<file path="src/adc_sched_pkg.sv">
// Purpose: Shared constants and types for the scan and calibration scheduler.
// Assumes: 20 MHz core clock; filter codes 0..5 stand for 10 Hz up to 1 kHz.
// Notes: Step times are whole milliseconds per filter code.
`default_nettype none
package adc_sched_pkg;
   // ==========================================================
   // Timing
   localparam int CLK_HZ = 20_000_000;
   localparam int MS_PER_S = 1000;
   localparam int TICK_CYCLES = CLK_HZ / MS_PER_S;
   localparam int CAL_PERIOD_MIN = 5;
   localparam int CAL_PERIOD_MS = CAL_PERIOD_MIN * 60 * MS_PER_S;
   // ==========================================================
   // Register map and fields
   localparam int ADDR_W = 5;
   localparam logic [4:0] REG_CTRL = 5'h00;
   localparam logic [4:0] REG_CHCFG = 5'h04;
   localparam logic [4:0] REG_STATUS = 5'h08;
   localparam logic [4:0] REG_IRQ_STAT = 5'h0c;
   localparam logic [4:0] REG_IRQ_MASK = 5'h10;
   localparam int CTRL_CAL_BIT = 0;
   localparam int CTRL_OPER_BIT = 1;
   localparam logic CTRL_CAL_RESET = 1'h1;
   localparam int CFG_EN_LSB = 0;
   localparam int CFG_TC_LSB = 4;
   localparam int CFG_FILT_LSB = 8;
   localparam int IRQ_SCAN = 0;
   localparam int IRQ_CAL = 1;
   localparam int IRQ_ERR = 2;
   localparam logic [1:0] RESP_OKAY = 2'h0;
   localparam logic [1:0] RESP_SLVERR = 2'h2;
   // ==========================================================
   // Steps, channels and errors
   localparam logic [1:0] KIND_CONV = 2'h0;
   localparam logic [1:0] KIND_SELF = 2'h1;
   localparam logic [1:0] KIND_OFFSET = 2'h2;
   localparam logic [2:0] CJC_CHAN = 3'h4;
   localparam logic [2:0] SCAN_END = 3'h5;
   localparam logic [2:0] FILT_MAX = 3'h5;
   localparam logic [2:0] ERR_NONE = 3'h0;
   localparam logic [2:0] ERR_HW = 3'h1;
   localparam logic [2:0] ERR_CFG = 3'h2;
   localparam logic [5:0] DNV_ALL = 6'h3f;
   // Milliseconds per step, index is the filter code.
   localparam logic [5:0][9:0] CONV_MS =
      {10'h007, 10'h009, 10'h00f, 10'h035, 10'h03f, 10'h12f};
   localparam logic [5:0][9:0] SELF_MS =
      {10'h009, 10'h00f, 10'h01b, 10'h067, 10'h07b, 10'h25b};
   localparam logic [5:0][9:0] OFF_MS =
      {10'h006, 10'h009, 10'h00f, 10'h035, 10'h03f, 10'h12f};
   typedef enum logic [4:0] {
      ST_TEST = 5'h01,
      ST_IDLE = 5'h02,
      ST_PICK = 5'h04,
      ST_STEP = 5'h08,
      ST_FAULT = 5'h10
   } state_type;
endpackage : adc_sched_pkg
`default_nettype wire

</file>
<file path="src/adc_autocal_scan_scheduler.sv">
// Purpose: Scans four input channels and the cold-junction reference, slots calibration steps.
// Assumes: Converter status inputs come from logic on core_clk.
// Notes:
// Operation
// RQ1: Each scan converts every enabled channel in order, then the reference if thermocouples.
// RQ2: First calibration scan appends a self-calibration of the first enabled channel.
// RQ3: Next scan appends an offset calibration of that same channel.
// RQ4: Channels sharing an already calibrated filter setting get no calibration steps.
// RQ5: One more scan appends a self-calibration of the cold-junction reference.
// RQ6: After a cycle, normal scans run about five minutes, then a cycle restarts.
// RQ7: Every stop-to-operate change and every startup runs a full calibration cycle.
// RQ8: During startup input data are held and all six not-valid flags read one.
// RQ9: Startup runs calibration steps back to back with no conversion scans.
// RQ10: Failed power-up self-test keeps the indicator dark and reports a module error.
// RQ11: Indicator lights only after tests passed, and goes dark at once on errors.
// RQ12: Hardware faults and channel configuration faults are reported as module errors.
// RQ13: Over-range, under-range and open-circuit are data table flags, not module errors.
// RQ14: Conversion time follows the channel filter: 303, 63, 53, 15, 9 or 7 ms.
// RQ15: Self-calibration 603..9 ms and offset calibration 303..6 ms per filter setting.
// RQ16: Reference converts only with a thermocouple enabled, at lowest thermocouple filter.
// RQ17: Periodic calibration defaults on; toggling enable on then off starts one cycle.
// RQ18: Steps are timed by a millisecond tick; the sequencer advances on step completion.
// RQ19: A per-filter flag set records calibrated settings, cleared when a cycle starts.
//
// The implementer's own choices: register access over AXI4-Lite and the address map.
`default_nettype none
module adc_autocal_scan_scheduler #(
   parameter int TICK_CYCLES = adc_sched_pkg::TICK_CYCLES,
   parameter int CAL_PERIOD_MS = adc_sched_pkg::CAL_PERIOD_MS
) (
   input wire logic core_clk,
   input wire logic arst_n,
   input wire logic awvalid,
   output logic awready,
   input wire logic [4:0] awaddr,
   input wire logic wvalid,
   output logic wready,
   input wire logic [31:0] wdata,
   input wire logic [3:0] wstrb,
   output logic bvalid,
   input wire logic bready,
   output logic [1:0] bresp,
   input wire logic arvalid,
   output logic arready,
   input wire logic [4:0] araddr,
   output logic rvalid,
   input wire logic rready,
   output logic [31:0] rdata,
   output logic [1:0] rresp,
   input wire logic selfTestDone,
   input wire logic selfTestPass,
   input wire logic hwFault,
   input wire logic [3:0] overRange,
   input wire logic [3:0] underRange,
   input wire logic [3:0] openCircuit,
   output logic convStart,
   output logic [2:0] convChan,
   output logic [1:0] convKind,
   output logic [2:0] convFilter,
   output logic [11:0] chanFlags,
   output logic [5:0] dataNotValidFlags,
   output logic statusLed,
   output logic [2:0] moduleErrorType,
   output logic irq
);
   // ==========================================================
   // State
   typedef struct packed {
      adc_sched_pkg::state_type state;
      logic awHave;
      logic [4:0] awAddr;
      logic wHave;
      logic [31:0] wData;
      logic [3:0] wStrb;
      logic bvalid;
      logic [1:0] bresp;
      logic rvalid;
      logic [31:0] rdata;
      logic [1:0] rresp;
      logic ctrlCal;
      logic ctrlOper;
      logic [3:0] chEn;
      logic [3:0] chTc;
      logic [11:0] chFilt;
      logic [2:0] irqStat;
      logic [2:0] irqMask;
      logic calPrev;
      logic operPrev;
      logic testPassed;
      logic hwErr;
      logic [2:0] errType;
      logic led;
      logic startupMode;
      logic calActive;
      logic calSub;
      logic cjcDone;
      logic finish;
      logic [1:0] calChan;
      logic [5:0] calDone;
      logic [2:0] idx;
      logic [15:0] tickCnt;
      logic [18:0] periodMs;
      logic [9:0] stepMs;
      logic convStart;
      logic [2:0] convChan;
      logic [1:0] convKind;
      logic [2:0] convFilt;
      logic [11:0] chanFlags;
   } sched_type;

   sched_type s;
   sched_type next_s;
   logic tick;
   logic anyTc;
   logic cfgBad;
   logic tgtValid;
   logic [1:0] tgtChan;
   logic [2:0] cjcFilt;
   logic issue;
   logic startCyc;
   logic finishNow;
   logic [2:0] ev;
   logic [2:0] iChan;
   logic [1:0] iKind;
   logic [2:0] iFilt;
   logic [31:0] tmp;

   function automatic logic [31:0] wmerge(input logic [31:0] old, input logic [31:0] d,
                                          input logic [3:0] strb);
      logic [31:0] m;
      for (int b = 0; b < 4; b++) begin
         m[8*b +: 8] = {8{strb[b]}};
      end
      return (old & ~m) | (d & m);
   endfunction : wmerge

   // ==========================================================
   // Channel summaries
   always_comb begin
      anyTc = |(s.chEn & s.chTc);
      cfgBad = 1'b0;
      tgtValid = 1'b0;
      tgtChan = 2'h0;
      cjcFilt = adc_sched_pkg::FILT_MAX;
      for (int c = 3; c >= 0; c--) begin
         if (s.chEn[c] && s.chFilt[3*c +: 3] > adc_sched_pkg::FILT_MAX) begin
            cfgBad = 1'b1;
         end
         // RQ4 skip calibrated filter
         if (s.chEn[c] && !s.calDone[s.chFilt[3*c +: 3]]) begin
            tgtValid = 1'b1;
            tgtChan = 2'(c);
         end
         // RQ16 lowest thermocouple filter
         if (s.chEn[c] && s.chTc[c] && s.chFilt[3*c +: 3] < cjcFilt) begin
            cjcFilt = s.chFilt[3*c +: 3];
         end
      end
   end

   // ==========================================================
   // Next state
   always_comb begin
      next_s = s;
      next_s.convStart = 1'b0;
      ev = 3'h0;
      issue = 1'b0;
      startCyc = 1'b0;
      finishNow = 1'b0;
      iChan = 3'h0;
      iKind = adc_sched_pkg::KIND_CONV;
      iFilt = 3'h0;
      tmp = 32'h0;
      // RQ18 millisecond tick
      tick = s.tickCnt == 16'(TICK_CYCLES - 1);
      next_s.tickCnt = tick ? 16'h0 : s.tickCnt + 16'h1;

      if (awvalid && !s.awHave) begin
         next_s.awHave = 1'b1;
         next_s.awAddr = awaddr;
      end
      if (wvalid && !s.wHave) begin
         next_s.wHave = 1'b1;
         next_s.wData = wdata;
         next_s.wStrb = wstrb;
      end
      if (s.bvalid && bready) begin
         next_s.bvalid = 1'b0;
      end
      if (s.awHave && s.wHave && !s.bvalid) begin
         next_s.awHave = 1'b0;
         next_s.wHave = 1'b0;
         next_s.bvalid = 1'b1;
         next_s.bresp = adc_sched_pkg::RESP_OKAY;
         case (s.awAddr)
            adc_sched_pkg::REG_CTRL: begin
               tmp = wmerge({30'h0, s.ctrlOper, s.ctrlCal}, s.wData, s.wStrb);
               next_s.ctrlCal = tmp[adc_sched_pkg::CTRL_CAL_BIT];
               next_s.ctrlOper = tmp[adc_sched_pkg::CTRL_OPER_BIT];
            end
            adc_sched_pkg::REG_CHCFG: begin
               tmp = wmerge({12'h0, s.chFilt, s.chTc, s.chEn}, s.wData, s.wStrb);
               next_s.chEn = tmp[adc_sched_pkg::CFG_EN_LSB +: 4];
               next_s.chTc = tmp[adc_sched_pkg::CFG_TC_LSB +: 4];
               next_s.chFilt = tmp[adc_sched_pkg::CFG_FILT_LSB +: 12];
            end
            adc_sched_pkg::REG_IRQ_STAT: begin
               if (s.wStrb[0]) begin
                  next_s.irqStat = s.irqStat & ~s.wData[2:0];
               end
            end
            adc_sched_pkg::REG_IRQ_MASK: begin
               tmp = wmerge({29'h0, s.irqMask}, s.wData, s.wStrb);
               next_s.irqMask = tmp[2:0];
            end
            default: begin
               next_s.bresp = adc_sched_pkg::RESP_SLVERR;
            end
         endcase
      end
      if (arvalid && !s.rvalid) begin
         next_s.rvalid = 1'b1;
         next_s.rresp = adc_sched_pkg::RESP_OKAY;
         case (araddr)
            adc_sched_pkg::REG_CTRL: next_s.rdata = {30'h0, s.ctrlOper, s.ctrlCal};
            adc_sched_pkg::REG_CHCFG: next_s.rdata = {12'h0, s.chFilt, s.chTc, s.chEn};
            adc_sched_pkg::REG_STATUS: begin
               next_s.rdata = {9'h0, s.chanFlags, s.errType, s.calActive, s.startupMode,
                               s.led, s.state};
            end
            adc_sched_pkg::REG_IRQ_STAT: next_s.rdata = {29'h0, s.irqStat};
            adc_sched_pkg::REG_IRQ_MASK: next_s.rdata = {29'h0, s.irqMask};
            default: begin
               next_s.rdata = 32'h0;
               next_s.rresp = adc_sched_pkg::RESP_SLVERR;
            end
         endcase
      end else if (s.rvalid && rready) begin
         next_s.rvalid = 1'b0;
      end

      // RQ12 hardware fault latch
      if (hwFault) begin
         next_s.hwErr = 1'b1;
      end
      next_s.operPrev = s.ctrlOper;
      next_s.calPrev = s.ctrlCal;
      // RQ6 period timer
      if (s.testPassed && !s.calActive && s.ctrlCal && tick) begin
         next_s.periodMs = s.periodMs + 19'h1;
         if (s.periodMs == 19'(CAL_PERIOD_MS - 1)) begin
            startCyc = 1'b1;
         end
      end
      // RQ17 on-then-off request
      if (s.calPrev && !s.ctrlCal && s.testPassed && !s.calActive) begin
         startCyc = 1'b1;
      end

      case (s.state)
         adc_sched_pkg::ST_TEST: begin
            if (selfTestDone) begin
               // RQ10 self-test outcome
               if (selfTestPass) begin
                  next_s.testPassed = 1'b1;
                  startCyc = 1'b1;
                  next_s.state = adc_sched_pkg::ST_PICK;
               end else begin
                  next_s.hwErr = 1'b1;
                  next_s.state = adc_sched_pkg::ST_FAULT;
               end
            end
         end
         adc_sched_pkg::ST_FAULT: begin
            next_s.state = adc_sched_pkg::ST_FAULT;
         end
         adc_sched_pkg::ST_IDLE: begin
            if (s.errType == adc_sched_pkg::ERR_NONE && (s.ctrlOper || s.startupMode)) begin
               next_s.state = adc_sched_pkg::ST_PICK;
            end
         end
         adc_sched_pkg::ST_PICK: begin
            // RQ9 startup skips conversions
            if (s.errType != adc_sched_pkg::ERR_NONE || (!s.ctrlOper && !s.startupMode)) begin
               next_s.state = adc_sched_pkg::ST_IDLE;
            end else if (!s.startupMode && s.idx != adc_sched_pkg::SCAN_END) begin
               // RQ1 channel then reference
               next_s.idx = s.idx + 3'h1;
               if (s.idx == adc_sched_pkg::CJC_CHAN) begin
                  issue = anyTc;
                  iChan = adc_sched_pkg::CJC_CHAN;
                  iFilt = cjcFilt;
               end else begin
                  issue = s.chEn[s.idx[1:0]];
                  iChan = s.idx;
                  iFilt = s.chFilt[3*s.idx[1:0] +: 3];
               end
            end else begin
               next_s.idx = 3'h0;
               ev[adc_sched_pkg::IRQ_SCAN] = !s.startupMode;
               if (s.calActive) begin
                  issue = 1'b1;
                  if (s.calSub) begin
                     // RQ3 offset of same channel
                     iKind = adc_sched_pkg::KIND_OFFSET;
                     iChan = {1'b0, s.calChan};
                     iFilt = s.chFilt[3*s.calChan +: 3];
                     next_s.calDone[iFilt] = 1'b1;
                     next_s.calSub = 1'b0;
                  end else if (tgtValid) begin
                     // RQ2 channel self-calibration
                     iKind = adc_sched_pkg::KIND_SELF;
                     iChan = {1'b0, tgtChan};
                     iFilt = s.chFilt[3*tgtChan +: 3];
                     next_s.calChan = tgtChan;
                     next_s.calSub = 1'b1;
                  end else if (anyTc && !s.cjcDone) begin
                     // RQ5 reference self-calibration
                     iKind = adc_sched_pkg::KIND_SELF;
                     iChan = adc_sched_pkg::CJC_CHAN;
                     iFilt = cjcFilt;
                     next_s.cjcDone = 1'b1;
                     next_s.finish = 1'b1;
                  end else begin
                     issue = 1'b0;
                     finishNow = 1'b1;
                  end
               end
            end
         end
         adc_sched_pkg::ST_STEP: begin
            if (tick) begin
               next_s.stepMs = s.stepMs - 10'h1;
               if (s.stepMs == 10'h1) begin
                  next_s.state = adc_sched_pkg::ST_PICK;
                  finishNow = s.finish;
                  // RQ13 range flags in data table
                  if (s.convKind == adc_sched_pkg::KIND_CONV && !s.convChan[2]
                      && !s.startupMode) begin
                     next_s.chanFlags[s.convChan[1:0]] = overRange[s.convChan[1:0]];
                     next_s.chanFlags[4 + s.convChan[1:0]] = underRange[s.convChan[1:0]];
                     next_s.chanFlags[8 + s.convChan[1:0]] = openCircuit[s.convChan[1:0]];
                  end
               end
            end
         end
         default: begin
            next_s.state = adc_sched_pkg::ST_FAULT;
         end
      endcase

      // RQ14 step length
      if (issue) begin
         next_s.state = adc_sched_pkg::ST_STEP;
         next_s.convStart = 1'b1;
         next_s.convChan = iChan;
         next_s.convKind = iKind;
         next_s.convFilt = iFilt;
         // RQ15 calibration step lengths
         case (iKind)
            adc_sched_pkg::KIND_SELF: next_s.stepMs = adc_sched_pkg::SELF_MS[iFilt];
            adc_sched_pkg::KIND_OFFSET: next_s.stepMs = adc_sched_pkg::OFF_MS[iFilt];
            default: next_s.stepMs = adc_sched_pkg::CONV_MS[iFilt];
         endcase
      end
      if (finishNow) begin
         next_s.calActive = 1'b0;
         next_s.startupMode = 1'b0;
         next_s.finish = 1'b0;
         next_s.periodMs = 19'h0;
         ev[adc_sched_pkg::IRQ_CAL] = 1'b1;
      end
      // RQ7 stop-to-operate forces startup cycle
      if (s.ctrlOper && !s.operPrev && s.testPassed
          && s.state != adc_sched_pkg::ST_FAULT) begin
         startCyc = 1'b1;
         next_s.startupMode = 1'b1;
      end
      // RQ19 fresh calibrated set
      if (startCyc) begin
         next_s.calActive = 1'b1;
         next_s.calDone = 6'h0;
         next_s.calSub = 1'b0;
         next_s.cjcDone = 1'b0;
         next_s.finish = 1'b0;
         next_s.periodMs = 19'h0;
         next_s.idx = 3'h0;
      end
      if (next_s.hwErr) begin
         next_s.errType = adc_sched_pkg::ERR_HW;
      end else if (cfgBad) begin
         next_s.errType = adc_sched_pkg::ERR_CFG;
      end else begin
         next_s.errType = adc_sched_pkg::ERR_NONE;
      end
      // RQ11 indicator
      next_s.led = next_s.testPassed && next_s.errType == adc_sched_pkg::ERR_NONE;
      ev[adc_sched_pkg::IRQ_ERR] = next_s.errType != adc_sched_pkg::ERR_NONE
                                   && s.errType == adc_sched_pkg::ERR_NONE;
      // New events win over a clear in the same cycle.
      next_s.irqStat = next_s.irqStat | ev;
   end

   always_ff @(posedge core_clk or negedge arst_n) begin
      if (!arst_n) begin
         s <= '0;
         s.state <= adc_sched_pkg::ST_TEST;
         s.ctrlCal <= adc_sched_pkg::CTRL_CAL_RESET;
         s.calPrev <= adc_sched_pkg::CTRL_CAL_RESET;
         s.startupMode <= 1'b1;
      end else begin
         s <= next_s;
      end
   end

   // ==========================================================
   // Outputs
   assign awready = !s.awHave;
   assign wready = !s.wHave;
   assign bvalid = s.bvalid;
   assign bresp = s.bresp;
   assign arready = !s.rvalid;
   assign rvalid = s.rvalid;
   assign rdata = s.rdata;
   assign rresp = s.rresp;
   assign convStart = s.convStart;
   assign convChan = s.convChan;
   assign convKind = s.convKind;
   assign convFilter = s.convFilt;
   assign chanFlags = s.chanFlags;
   // RQ8 flags while starting
   assign dataNotValidFlags = s.startupMode ? adc_sched_pkg::DNV_ALL : 6'h0;
   assign statusLed = s.led;
   assign moduleErrorType = s.errType;
   assign irq = |(s.irqStat & s.irqMask);

   // ==========================================================
   // Checks
   AST_FAULT_DARK: assert property (@(posedge core_clk) disable iff (!arst_n) // RQ10
      s.state == adc_sched_pkg::ST_FAULT |-> !statusLed
      && moduleErrorType == adc_sched_pkg::ERR_HW) else $error("Faulted module not dark.");
   AST_LED_ERR: assert property (@(posedge core_clk) disable iff (!arst_n) // RQ11
      moduleErrorType != adc_sched_pkg::ERR_NONE || !s.testPassed |-> !statusLed)
      else $error("Indicator lit with error.");
   AST_HW_REPORT: assert property (@(posedge core_clk) disable iff (!arst_n) // RQ12
      hwFault |=> moduleErrorType == adc_sched_pkg::ERR_HW) else $error("Fault not reported.");
   AST_TEST_DNV: assert property (@(posedge core_clk) disable iff (!arst_n) // RQ8
      s.state == adc_sched_pkg::ST_TEST |-> dataNotValidFlags == 6'h3f)
      else $error("Data valid before startup.");
   AST_HOLD_DATA: assert property (@(posedge core_clk) disable iff (!arst_n) // RQ8
      s.startupMode && $past(s.startupMode) |-> $stable(chanFlags))
      else $error("Data changed during startup.");
   AST_NO_SCAN: assert property (@(posedge core_clk) disable iff (!arst_n) // RQ9
      convStart && $past(s.startupMode) |-> convKind != adc_sched_pkg::KIND_CONV)
      else $error("Conversion during startup.");
   AST_CJC_TC: assert property (@(posedge core_clk) disable iff (!arst_n) // RQ16
      convStart && convChan == adc_sched_pkg::CJC_CHAN |-> $past(anyTc))
      else $error("Reference step without thermocouple.");
   AST_NO_RECAL: assert property (@(posedge core_clk) disable iff (!arst_n) // RQ4
      convStart && convKind == adc_sched_pkg::KIND_SELF && !convChan[2]
      |-> !s.calDone[convFilter] ##1 !convStart[*2]) else $error("Filter calibrated twice.");
   AST_STEP_WAIT: assert property (@(posedge core_clk) disable iff (!arst_n) // RQ18
      s.state == adc_sched_pkg::ST_STEP && !tick |=> s.state == adc_sched_pkg::ST_STEP
      && $stable(s.stepMs)) else $error("Step ended off tick.");
   AST_OPER_CAL: assert property (@(posedge core_clk) disable iff (!arst_n) // RQ7
      s.ctrlOper && !s.operPrev && s.testPassed && s.state != adc_sched_pkg::ST_FAULT
      |=> s.calActive && s.startupMode) else $error("No cycle on mode change.");
endmodule : adc_autocal_scan_scheduler
`default_nettype wire

</file>
<file path="config.mk">
export PLATFORM = sky130hd
export DESIGN_NAME = adc_autocal_scan_scheduler
export DESIGN_NICKNAME = d
export VERILOG_FILES = /design/src/adc_sched_pkg.sv /design/src/adc_autocal_scan_scheduler.sv
export SDC_FILE = /design/constraint.sdc
export NUM_CORES = 1
export LEC_CHECK = 0
export BUFFER_PORTS_ARGS = -buffer_cell sky130_fd_sc_hd__buf_2
export CORE_MARGIN = 2
export CORE_UTILIZATION = 30
export DETAILED_ROUTE_END_ITERATION = 7
export SLEW_MARGIN = 40
export SYNTH_ARGS = -nofsm -noshare
export SYNTH_HDL_FRONTEND = slang
export SYNTH_SLANG_ARGS = --single-unit
export TNS_END_PERCENT = 5
</file>
<file path="constraint.sdc">
create_clock -name core_clk -period 8.8 [get_ports core_clk]
set_clock_uncertainty 0.05 [all_clocks]
set_input_delay 0 -clock core_clk [delete_from_list [all_inputs] [get_ports core_clk]]
set_output_delay 0 -clock core_clk [all_outputs]
set_load 0.01 [all_outputs]
</file>
Yosys cells after proc, flatten, opt, wreduce, memory -nomap -nowiden
Memories as Yosys holds them, arrays and structs flattened.
Cells that the tools add are included.
- word-level logic and storage cells: 380
- register bits after elaboration: 204
- ROM bits: 240
- output and inout bits: 73
- input bits: 68
- memories: 3
- memory list (memory ; words ; bits a word ; rd ports ; clocked after memory_dff ; write ports ; line ; RTL):
    (name not given) ; 8 ; 10 ; 1 ; 0 ; 0 ; adc_autocal_scan_scheduler.sv:363 ; default: next_s.stepMs = adc_sched_pkg::CONV_MS[iFilt];
    (name not given) ; 8 ; 10 ; 1 ; 0 ; 0 ; adc_autocal_scan_scheduler.sv:362 ; adc_sched_pkg::KIND_OFFSET: next_s.stepMs = adc_sched_pkg::OFF_MS[iFilt];
    (name not given) ; 8 ; 10 ; 1 ; 0 ; 0 ; adc_autocal_scan_scheduler.sv:361 ; adc_sched_pkg::KIND_SELF: next_s.stepMs = adc_sched_pkg::SELF_MS[iFilt];
- add/subtract/negate cells: 6
- mux-type cells: 153
- bitwise operators: 17
- $mul: 3
- shifts and indexed selects: 3
- order comparisons: 23
- reduce and logical (&&, ||, !) cells: 100
- eq/ne operators: 32
- operator list (kind ; number):
    23-bit case mux with 5 select lines ; 1
    19-bit 2-to-1 mux ; 4
    3-bit 2-to-1 mux ; 25
    1-bit 2-to-1 mux ; 61
    10-bit 2-to-1 mux ; 5
    1-bit logical AND ; 44
    20-bit bitwise AND ; 2
    2-bit 2-to-1 mux ; 19
    37-bit 2-to-1 mux ; 1
    12-bit bitwise mux ; 3
    12-bit by 5-bit variable part select with 3-bit output ; 3
    5-bit 2-to-1 mux ; 7
    14-bit 2-to-1 mux ; 2
    3-bit by 4-bit less-than comparator with 1-bit output (second input constant) ; 6
    6-bit 2-to-1 mux ; 4
    3-bit != test (second input constant) ; 8
    2-bit nonzero test ; 12
    11-bit 2-to-1 mux ; 2
    5-bit by 4-bit == test with 1-bit output (second input constant) ; 4
    20-bit inverter ; 1
    20-bit OR ; 1
    10-bit case mux with 2 select lines ; 1
    5-bit case mux with 4 select lines ; 1
    19-bit by 1-bit adder with 19-bit output (second input constant) ; 1
    other kinds (62) ; 119

Depth between registers and ports, before layout
- depth after elaboration: 23
- gate-level depth with buffers: 27
- mapped depth without buffers: 26

Least setup slack after synthesis
Ideal clock, no wire load.
- kind: register to register
- start: reg with a tool-made name
- end: reg s[22] (netlist bit)
- cell stages (with the launch flop): 27
- setup time: 125 ps
- required time: 8625 ps
- period minus slack after synthesis: 4646 ps
- data arrival time: 4471 ps
- buffers on the path: 1
- setup slack: 4154 ps
- path through: dfrtp_1 -> buf_2 -> nor2_1 -> nand2_1 -> ha_1 -> nor2_1 -> nor4_1 -> a211oi_1 -> mux2_2 -> ha_1 -> o311a_1 -> nand2b_1 -> mux2i_1 -> inv_1 -> ha_1 -> o21ai_0 -> nand2_1 -> a21boi_1 -> nor2_1 -> a21oi_1 -> o21bai_1 -> a31oi_1 -> ha_1 -> a21oi_1 -> o21ai_1 -> o21ai_1 -> mux2_2
- RTL lines (item ; line ; RTL):
    end signal, assigned ; adc_autocal_scan_scheduler.sv:412 ; s <= next_s;
    end, declared ; adc_autocal_scan_scheduler.sv:111 ; sched_type s;

==> impl_metrics.yaml <==
status:
  run_status: "finished, final reports clean"
critical_path:
  arrival_ps: 5730
  kind_of_end_point_of_the_critical_path: "flop"
  cpPeakStageDelay_ps: 620
  critical_path_required_ps: 9080
  critical-path-slowest-cell: "sky130_fd_sc_hd__dfrtp_1"
  worstPathBufferInverterCount: 1
  critical_path.top_delay_family: "compound AO/OA/AOI/OAI gates"
  ff2ff_setup_slack_ps: 3350
  criticalPathCategory: "reg -> reg"
  worst_path_most_repeated_cell: "sky130_fd_sc_hd__ha_1"
  critical_path.startpoint_type: "flop"
  critical_path_peak_fanout: 14
  timing.critical_path.cells: "nor2_1, nand2_1, ha_1, nor3b_1, nor4_1, a211oi_1, mux2_2, ha_1, o311a_1, nand2b_1, mux2i_1, inv_1, ha_1, o21ai_0, nand2_1, a21boi_0, a211oi_1, a21oi_1, o31ai_4, ha_1, a21oi_1, o21ai_1, o21ai_1, mux2_2"
yosys:
  flop_and_latch_count_out_of_synthesis: 178
  synth.top_cells.by_area: "sky130_fd_sc_hd__dfrtp_1 (44%), sky130_fd_sc_hd__mux2_2 (8.2%), sky130_fd_sc_hd__buf_4 (5.0%), sky130_fd_sc_hd__nand2_1 (4.3%), sky130_fd_sc_hd__nor2_1 (3.1%)"
  ys_dominant_reg_cell: "sky130_fd_sc_hd__dfrtp_1"
  synthDominantCellAreaShare_pct: 44.2
  cell_taking_the_most_area_after_synthesis: "sky130_fd_sc_hd__dfrtp_1"
  syn-cell-area_sq_mm: 0.00984
  post_synth.cell_area_avg_sq_um: 10.0
  post_synth_num_cell_types: 76
  synth_edf_count: 0
  ys.warnings.count: 0
  async_reset_ff_share_pct: 100
  cell_count_after_synthesis: 981
  yosysSeqAreaShare_pct: 45.3
final_layout:
  final_layout_size_suffix_gt1_share_pct: 24.1
  layout.cells.most_common: "sky130_fd_sc_hd__dfrtp_1"
  syn_to_final_growth_pct: 16.5
  layout.cells.most_common_list: "sky130_fd_sc_hd__dfrtp_1 (174), sky130_fd_sc_hd__buf_2 (114), sky130_fd_sc_hd__nand2_1 (111), sky130_fd_sc_hd__nor2_1 (82), sky130_fd_sc_hd__mux2_2 (72)"
  nFillCells: 3264
  final_net_count: 1150
sta:
  fin_crit_sh_pct: 61.9
  final.setup.worst_slack_ps: 3350
  slew_headroom_pct: 48.8
  whs_ps: 29.8
  setup_tns_ps: 0
  maxClockFrequency_ghz: 0.183
  worst_slew_pin_slew_ps: 763
  report.final.setup_viol: 0
  period_minus_slack_ps: 5450
  slew_viol_final: 0
  rsz_0062_raised_after_global_routing: "no"
  timing.final.hold_violations: 0
drt:
  detailroute.via_count: 7535
  ant_nets: 0
  drt-vias-per-instance: 4.96
  wl_mm: 24.9
  detail_route.drc_violations: 0
  detail_route.iter0.violations: 616
  drt-pass1-iter-count: 5
  post_drt_wl_per_cell_microns: 16.4
placed_design:
  detailedPlace.worstSlack_ps: 3450
  port-buffer-count: 115
  place.gp.congestion: 0.897
  detailed_place_hpwl_mm: 18.2
clock_network:
  tritoncts.num_buffers: 17
  cts_sinks: 178
  cts.hold.buffers_added: 37
  cts_resized: 0
  cts_buffer_depth: 2
  htree_levels: 4
  postCtsSetupBuffers: 0
  worst_setup_hold_path_clk_slew_ps: 70
  cts_tree: "built"
  clock_latency_ps: 450
  cts-root-buf: "sky130_fd_sc_hd__clkbuf_16"
pwr:
  leakage_uw: 0.00517
  vdd.ir_drop.worst_mv: 0.191
  p_per_area_mw_per_mm2: 211
die:
  rows: 66
  core-area_sq_mm: 0.0325
  effective_utilization_at_floorplan_pct: 30.3
  floorplan.die.width_microns: 185
  dieArea_sq_mm: 0.0343
  boundaryPins: 141
  chipHeight_microns: 185
grt:
  grt_pass1_vias: 7282
  grt_antenna_before_repair: 1
  grt_max_degree: 74
  grt-ovfl-total: 0
  grt_usage_pct: 15.1
  grt_pass1_wl_mm: 40.2
hold_path:
  min-delay-path-class: "in -> async"
flow_run:
  maxCapViolCount: 0
==> cell type report <==
cell class              count  area, sq um  share of cell area, %
diodes                      1         2.50                 0.0218
clock buffers              17          425                   3.71
clock inverters            15          224                   1.95
inverters                  30          113                  0.982
multi-input cells         678         4680                   40.8
flip-flops and latches    178         4460                   38.9
well taps                 442          553                   4.82
repair buffers            159         1010                   8.80
==> synth_stat cells, drive strengths merged, types with 5 or more instances <==
library cell and number:
a22oi 17, o31ai 10, o22ai 5, and3 10, clkbuf 32, a21oi 31
inv 30, xnor2 16, nand4 10, mux4 11, nor2b 13, mux2i 16
nor4b 8, mux2 73, ha 18, nor2 82, a31oi 6, o21ai 54
nand2b 11, nand2 114, nand3 29, buf 74, nor3 24, xor2 22
dfrtp 174, nor4 8, nand3b 6
==> routing by layer <==
metal | wire length (microns) | share of wire, % | GRT usage (%)
met5 | 0 | 0 | 0
met4 | 248 | 0.99 | 3.94
met3 | 1730 | 7.0 | 3.68
met2 | 10800 | 43 | 22.4
met1 | 12100 | 49 | 22.0
==> worst paths after layout <==
check | startpoint | endpoint | depth (start not counted)
worst min register to register | flop | s[89] | 0
worst max-delay path | flop | s[22] | 24
worst max register to register | flop | s[22] | 24
max in group asynchronous | arst_n | s[63] | 4
worst min-delay path | arst_n | bresp[1] | 2
min in group core_clk | overRange[0] | chanFlags[3] | 3
==> where the power goes <==
group / switching (uW) / total [uW] / internal [uW]
registers: 197 / 1140 / 943
logic: 212 / 443 / 232
clock network: 354 / 839 / 486
total: 763 / 2420 / 1660
==> per-stage QoR <==
step	instances	utilization (%)	instance area [sq um]	power [uW]
finish	1520	35.3	11500	2420
global route	1519	35.3	11500	2550
CTS	1519	35.3	11500	2440
detailed placement	1450	32.2	10400	1580
global placement	1450	32.1	10400	1570
floorplan	992	-	9880	1410
==> cells by family after synthesis <==
group | after synthesis | share of synthesized area (%)
simple gates | 341 | 17.0
buf+inv | 136 | 7.82
flops | 178 | 45.3
xor+xnor | 38 | 3.38
compound gates | 168 | 11.5
fa+ha+maj | 19 | 2.39
mux | 100 | 12.6
other cells | 1 | 0.0381
(Power assumes the default switching activity.)
